**src/pkg/sxe_pkg.sv**
```systemverilog
// Purpose: Shared constants and types for the subtract/exclusive-OR execute block.
// Assumes: 16-bit instruction words, 4-bit data, 7-bit data memory addresses.
// Notes:   Working registers occupy the lowest sixteen data memory locations.
`default_nettype none

package sxe_pkg;

  localparam int DATA_W    = 4;
  localparam int ADDR_W    = 7;
  localparam int INSTR_W   = 16;
  localparam int MEM_DEPTH = 128;

  // Opcode field positions and values.
  localparam int            OP8_LSB     = 8;
  localparam int            OP9_LSB     = 7;
  localparam int            IMM_LSB     = 4;
  localparam int            WSEL_LSB    = 0;
  localparam int            MADDR_LSB   = 0;
  localparam int            WSEL_W      = 4;
  localparam logic [7:0]    OP_SUBTRACT_WRITEBACK_OP_WR  = 8'h1f;
  localparam logic [7:0]    OP_XRL_WR   = 8'h3c;
  localparam logic [7:0]    OP_XOR_WRITEBACK_OP_WR  = 8'h3d;
  localparam logic [8:0]    OP_XRL_MEM  = 9'h070;
  localparam logic [8:0]    OP_XOR_WRITEBACK_OP_MEM = 9'h072;
  localparam logic [2:0]    WR_BASE_HI  = 3'h0;

  // Reset values.
  localparam logic [3:0]    ACC_RST     = 4'h0;
  localparam logic          CF_RST      = 1'b0;
  localparam logic          ZF_RST      = 1'b0;
  localparam logic [3:0]    RD_RST      = 4'h0;

  typedef enum logic [2:0] {
    SXE_OP_NONE,
    SXE_OP_SUBTRACT_WRITEBACK_OP_WR,
    SXE_OP_XRL_MEM,
    SXE_OP_XRL_WR,
    SXE_OP_XOR_WRITEBACK_OP_MEM,
    SXE_OP_XOR_WRITEBACK_OP_WR
  } sxe_op_t;

endpackage : sxe_pkg

`default_nettype wire

```
**src/rtl/sxe_exec.sv**
```systemverilog
// Purpose: One-cycle decode and execute of subtract-immediate-with-writeback and the
//          exclusive-OR group, with accumulator, flags and the 128 x 4 data memory.
// Assumes: instrValid is a one-cycle pulse from fetch logic on the same clock.
// Notes:   Carry holds the borrow of the subtraction (1 when immediate exceeds WR).
`timescale 1ns/10ps
`default_nettype none

module sxe_exec
  import sxe_pkg::*;
(
  input  wire logic               clk,
  input  wire logic               resetn,
  input  wire logic               instrValid,
  input  wire logic [INSTR_W-1:0] instrWord,
  input  wire logic               loadEn,
  input  wire logic [ADDR_W-1:0]  loadAddr,
  input  wire logic [DATA_W-1:0]  loadData,
  input  wire logic               accLoadEn,
  input  wire logic [DATA_W-1:0]  accLoadData,
  input  wire logic [ADDR_W-1:0]  memRdAddr,
  output logic      [DATA_W-1:0]  memRdData,
  output logic      [DATA_W-1:0]  accumulator,
  output logic                    carryFlag,
  output logic                    zeroFlag,
  output logic                    execDone
);

  logic [DATA_W-1:0] memArr [MEM_DEPTH];
  logic [DATA_W-1:0] accumulator_ff;
  logic              carryFlag_ff;
  logic              zeroFlag_ff;
  logic              execDone_ff;
  logic [DATA_W-1:0] memRdData_ff;

  sxe_op_t           opKind;
  logic [DATA_W-1:0] immVal;
  logic [ADDR_W-1:0] wrAddr;
  logic [ADDR_W-1:0] memAddr;
  logic [ADDR_W-1:0] srcAddr;
  logic [DATA_W-1:0] srcVal;
  logic [DATA_W:0]   subWide;
  logic [DATA_W-1:0] subDiff;
  logic              subBorrow;
  logic [DATA_W-1:0] xorImm;
  logic [DATA_W-1:0] xorMem;
  logic [DATA_W-1:0] nxt_acc;
  logic              nxt_zero;
  logic              resWrite;
  logic              memLoadHit;

  assign immVal  = instrWord[IMM_LSB +: DATA_W];
  assign wrAddr  = {WR_BASE_HI, instrWord[WSEL_LSB +: WSEL_W]};
  assign memAddr = instrWord[MADDR_LSB +: ADDR_W];
  // Flags an external load to the nibble that a memory-form instruction reads.
  assign memLoadHit = loadEn && (loadAddr == memAddr);

  // Decode; only a valid instruction selects an operation.
  always_comb begin
    opKind = SXE_OP_NONE;
    if (instrValid) begin
      if (instrWord[OP8_LSB +: 8] == OP_SUBTRACT_WRITEBACK_OP_WR) begin
        opKind = SXE_OP_SUBTRACT_WRITEBACK_OP_WR;
      end else if (instrWord[OP8_LSB +: 8] == OP_XRL_WR) begin
        opKind = SXE_OP_XRL_WR;
      end else if (instrWord[OP8_LSB +: 8] == OP_XOR_WRITEBACK_OP_WR) begin
        opKind = SXE_OP_XOR_WRITEBACK_OP_WR;
      end else if (instrWord[OP9_LSB +: 9] == OP_XRL_MEM) begin
        opKind = SXE_OP_XRL_MEM;
      end else if (instrWord[OP9_LSB +: 9] == OP_XOR_WRITEBACK_OP_MEM) begin
        opKind = SXE_OP_XOR_WRITEBACK_OP_MEM;
      end
    end
  end

  // Register-immediate forms read the working register, memory forms the addressed nibble.
  assign srcAddr   = (opKind == SXE_OP_XRL_MEM || opKind == SXE_OP_XOR_WRITEBACK_OP_MEM) ? memAddr : wrAddr;
  assign srcVal    = memArr[srcAddr];
  assign subWide   = {1'b0, srcVal} - {1'b0, immVal};
  assign subDiff   = subWide[DATA_W-1:0];
  assign subBorrow = subWide[DATA_W];
  assign xorImm    = srcVal ^ immVal;
  assign xorMem    = srcVal ^ accumulator_ff;

  always_comb begin
    nxt_acc  = accumulator_ff;
    resWrite = 1'b0;
    case (opKind)
      SXE_OP_SUBTRACT_WRITEBACK_OP_WR: begin
        nxt_acc  = subDiff;
        resWrite = 1'b1;
      end
      SXE_OP_XRL_WR: begin
        nxt_acc = xorImm;
      end
      SXE_OP_XOR_WRITEBACK_OP_WR: begin
        nxt_acc  = xorImm;
        resWrite = 1'b1;
      end
      SXE_OP_XRL_MEM: begin
        nxt_acc = xorMem;
      end
      SXE_OP_XOR_WRITEBACK_OP_MEM: begin
        nxt_acc  = xorMem;
        resWrite = 1'b1;
      end
      default: begin
        nxt_acc  = accumulator_ff;
        resWrite = 1'b0;
      end
    endcase
  end

  assign nxt_zero = (nxt_acc == '0);

  // Accumulator: an executing instruction takes priority over a direct load.
  always_ff @(posedge clk or negedge resetn) begin
    if (!resetn) begin
      accumulator_ff <= ACC_RST;
    end else if (opKind != SXE_OP_NONE) begin
      accumulator_ff <= nxt_acc;
    end else if (accLoadEn) begin
      accumulator_ff <= accLoadData;
    end
  end

  // Carry changes only on the subtract.
  always_ff @(posedge clk or negedge resetn) begin
    if (!resetn) begin
      carryFlag_ff <= CF_RST;
    end else if (opKind == SXE_OP_SUBTRACT_WRITEBACK_OP_WR) begin
      carryFlag_ff <= subBorrow;
    end
  end

  always_ff @(posedge clk or negedge resetn) begin
    if (!resetn) begin
      zeroFlag_ff <= ZF_RST;
    end else if (opKind != SXE_OP_NONE) begin
      zeroFlag_ff <= nxt_zero;
    end
  end

  always_ff @(posedge clk or negedge resetn) begin
    if (!resetn) begin
      execDone_ff <= 1'b0;
    end else begin
      execDone_ff <= (opKind != SXE_OP_NONE);
    end
  end

  // Data memory holds no reset; writeback wins over an external load in the same cycle.
  always_ff @(posedge clk) begin
    if (resWrite) begin
      memArr[srcAddr] <= nxt_acc;
    end else if (loadEn) begin
      memArr[loadAddr] <= loadData;
    end
  end

  always_ff @(posedge clk or negedge resetn) begin
    if (!resetn) begin
      memRdData_ff <= RD_RST;
    end else begin
      memRdData_ff <= memArr[memRdAddr];
    end
  end

  assign accumulator = accumulator_ff;
  assign carryFlag   = carryFlag_ff;
  assign zeroFlag    = zeroFlag_ff;
  assign execDone    = execDone_ff;
  assign memRdData   = memRdData_ff;
endmodule : sxe_exec

`default_nettype wire

```
**config.mk**
```make
export PLATFORM = sky130hd
export DESIGN_NAME = sxe_exec
export DESIGN_NICKNAME = d
export VERILOG_FILES = /design/src/pkg/sxe_pkg.sv /design/src/rtl/sxe_exec.sv
export SDC_FILE = /design/constraint.sdc
export NUM_CORES = 1
export LEC_CHECK = 0
export BUFFER_PORTS_ARGS = -buffer_cell sky130_fd_sc_hd__buf_2
export CAP_MARGIN = 20
export CORE_ASPECT_RATIO = 0.7
export CORE_UTILIZATION = 63
export CTS_CLUSTER_SIZE = 24
export DETAILED_ROUTE_END_ITERATION = 10
export PLACE_DENSITY = 0.8
export SLEW_MARGIN = 20
export SYNTH_ARGS = -nofsm -noshare
export SYNTH_HDL_FRONTEND = slang
export SYNTH_SLANG_ARGS = --single-unit
```
**constraint.sdc**
```tcl
create_clock -name clk -period 10.84 [get_ports clk]
set_input_delay 1.626 -clock clk [delete_from_list [all_inputs] [get_ports clk]]
set_output_delay 1.626 -clock clk [all_outputs]
set_load 0.01 [all_outputs]
```
==> summary.txt <==
Post-CTS setup repair buffer count: 0
Peak Freq: 148 MHz
Share of the synthesized area in the top cell type: 0.593
CP startpoint: instrWord[0]
Clock transition at the registers of the reported paths: 0.06 ns
RSZ-0062 raised after global routing: false
Worst slew pin tran: 1.18 ns
Max Root-Sink Buffers: 3
Hold crit path type: flop to flop
Outcome: completed
XOR/XNOR Fraction of Synth Area: 0.00169
Core area: 40100 µm²
WL per Instance: 36.5 µm
CTS Root Cell: clkbuf_16
Clk sink count: 523
Max_cap viols: 0
Largest family of logic cells by synthesized area: multiplexers
Clock Skew: 0.0256 ns
DRT iter0 DRCs: 2801
Total power: 0.00437 W
Multi-input gate area: 9570 µm²
Synthesized Nets: 1469
Relative slew margins: 0.211
Max Slew Vio Count: 0
Synthesized area: 25900 µm²
# IOs: 54
Mux cell area share after synthesis: 0.279
Final #Nets: 1467
Final worst-path cycle share: 0.625
Sequential area share after synthesis: 0.604
Cts bufs inserted: 48
VDD IR-drop max: 0.138 mV
Fill count: 2481
Num rows: 61
Synth warn: 0
Die height: 172 µm
Layout cells sized above 1: 0.308
Compound-Gate Fraction of Synth Area: 0.0303
Async SR Flop Fraction: 0.0210
Commonest non-fill, non-tap cell in the layout: edfxtp_1
CP Capture Type: flop
Initial core utilization: 0.646
Largest cells by area after synthesis: edfxtp_1 59%, mux4_2 23%, mux4_1 2.7%, nor2_1 2.1%, mux2i_1 1.6%
ANT nets after route: 0
CP startpoint kind: primary input
Clk_lat worst skew: 0.59 ns
Yosys cell types: 74
CTS tree: done
Vias after detailed routing: 15900
Mapped Avg Cell Area: 18.2 µm²
Tmin final: 6.78 ns
FF+latch area: 15700 µm²
Gr usage total: 0.356
Residual DRC: 0
CTS-repair resized insts: 0
Setup violators final: 0
Largest fanout on the critical path: 80
EDFF count, synth: 512
Post-Synth Adder-Cell Area: 0.00270
Drt pass-1 iters: 6
WP data arrival: 7.02 ns
Most frequent cells in the layout: 512 x edfxtp_1, 263 x mux4_2, 143 x nor2_1, 48 x clkbuf_16, 48 x buf_2
IO Port Bufs: 53
Vias in the first global route: 15100
Leakage: 8.76 nW
Total global routing overflow: 0
Yosys top cell by area: edfxtp_1
Total Neg Setup Slack: 0 ns
# H-tree levels: 2
Area grow syn2layout: 7.55%
Drt via density: 7.98
Crit path kind: primary input to flop
Largest net degree at the start of global routing: 103
Routability-driven placement congestion ratio: 1.01
WL final: 72.7 mm
Hold_sp: carryFlag$_DFFE_PN0P_
Register bit total from synthesis: 523
Die Footprint: 42000 µm²
Post-DP HPWL: 46.0 mm
Ys flop type: edfxtp_1
Simple-gate area share of the yosys netlist: 0.0544
First-pass GRT wire length: 106 mm
Final hold vios: 0
Power Density: 157 nW/µm²
Initial antenna violation count: 3
Worst R2R Start: memArr[56][0]$_DFFE_PP_
WP data required: 11.09 ns
CTS Hold Bufs: 0
Die width: 244 µm
Syn Inst Count: 1421
==> flip-flops by register name (all words and copies together) (netlist names) <==
signal	count
memArr	512
accumulator	4
memRdData	4
carryFlag	1
execDone	1
zeroFlag	1
==> cell families (layout without fill, tap and decap cells) <==
family,count (synthesis),in the layout
mux,347,347
compound gates,105,105
other cells,0,1
fa+ha+maj,5,5
simple gates,300,300
xor+xnor,5,5
flops,523,523
buf+inv,136,170
==> worst max-delay path, cell delays in order <==
cell	delay [ns]
buf_6	0.35
buf_4	0.74
mux4_2	0.37
nor2b_1	0.16
a211oi_1	0.09
a2111oi_0	0.73
a31oi_1	0.13
a2bb2oi_1	0.26
inv_1	0.08
ha_1	0.21
fa_1	0.45
nand2_1	0.07
o211ai_1	0.08
o21ai_1	0.22
mux2_4	0.54
buf_4	0.74
==> area by class of cell <==
class | instances | area share
diodes | 1 | 0.0000897
clock buffers | 56 | 0.0442
clock inverters | 30 | 0.00920
inverters | 12 | 0.00162
multi-input cells | 762 | 0.343
flip-flops and latches | 523 | 0.561
well taps | 535 | 0.0240
repair buffers | 72 | 0.0165
==> routing by layer <==
metal | track usage | vias up | share of wire
met2 | 0.509 | 1566 | 0.44
met5 | 0 | - | 0.00018
met3 | 0.0994 | 196 | 0.17
met4 | 0.106 | 2 | 0.034
li1 | - | 5961 | -
met1 | 0.544 | 8164 | 0.36
==> cells in the mapped netlist, drive strengths merged, types with 5 or more instances <==
library cell	count
mux2i	42
or2	15
nand3	25
o21ai	13
and3	5
o211ai	7
a21oi	17
nor3	6
mux2	15
buf	65
o31ai	5
nand4	7
a211oi	5
nor2b	16
edfxtp	512
nand2b	12
a22oi	8
clkbuf	59
dfrtp	11
inv	11
nand2	46
mux4	290
a31oi	15
nor2	144
==> report_power, final <==
group	internal (W)	switching (W)	leakage, nW
clock	0.000909	0.000755	0.740
sequential	0.00226	0.00000906	4.73
combinational	0.000164	0.000271	3.28
total	0.00334	0.00103	8.76
==> worst paths after layout <==
check	endpoint	slack [ns]	depth (start not counted)
max	memArr[85][1]$_DFFE_PP_	4.06	16
min	carryFlag$_DFFE_PN0P_	0.49	2
max reg2reg	memArr[85][1]$_DFFE_PP_	5.94	14
min reg2reg	carryFlag$_DFFE_PN0P_	0.49	2
max in group asynchronous	accumulator[1]$_DFFE_PN0P_	9.57	1
min in group asynchronous	zeroFlag$_DFFE_PN0N_	0.97	1
==> through the flow <==
stage               worst slack [ns]  area [µm²]  cells   util  hold WS (ns)
finish                          4.06       27900   1991  0.695         0.491
CTS                             4.10       27900   1990  0.694         0.491
detailed placement              3.59       26400   1904  0.657         0.478
global route                    3.63       27900   1990  0.694         0.529
global placement                3.71       26400   1903  0.657         0.464
floorplan                      0.263       25900   1421      -         0.510
Power figures use the tool's default switching activity.
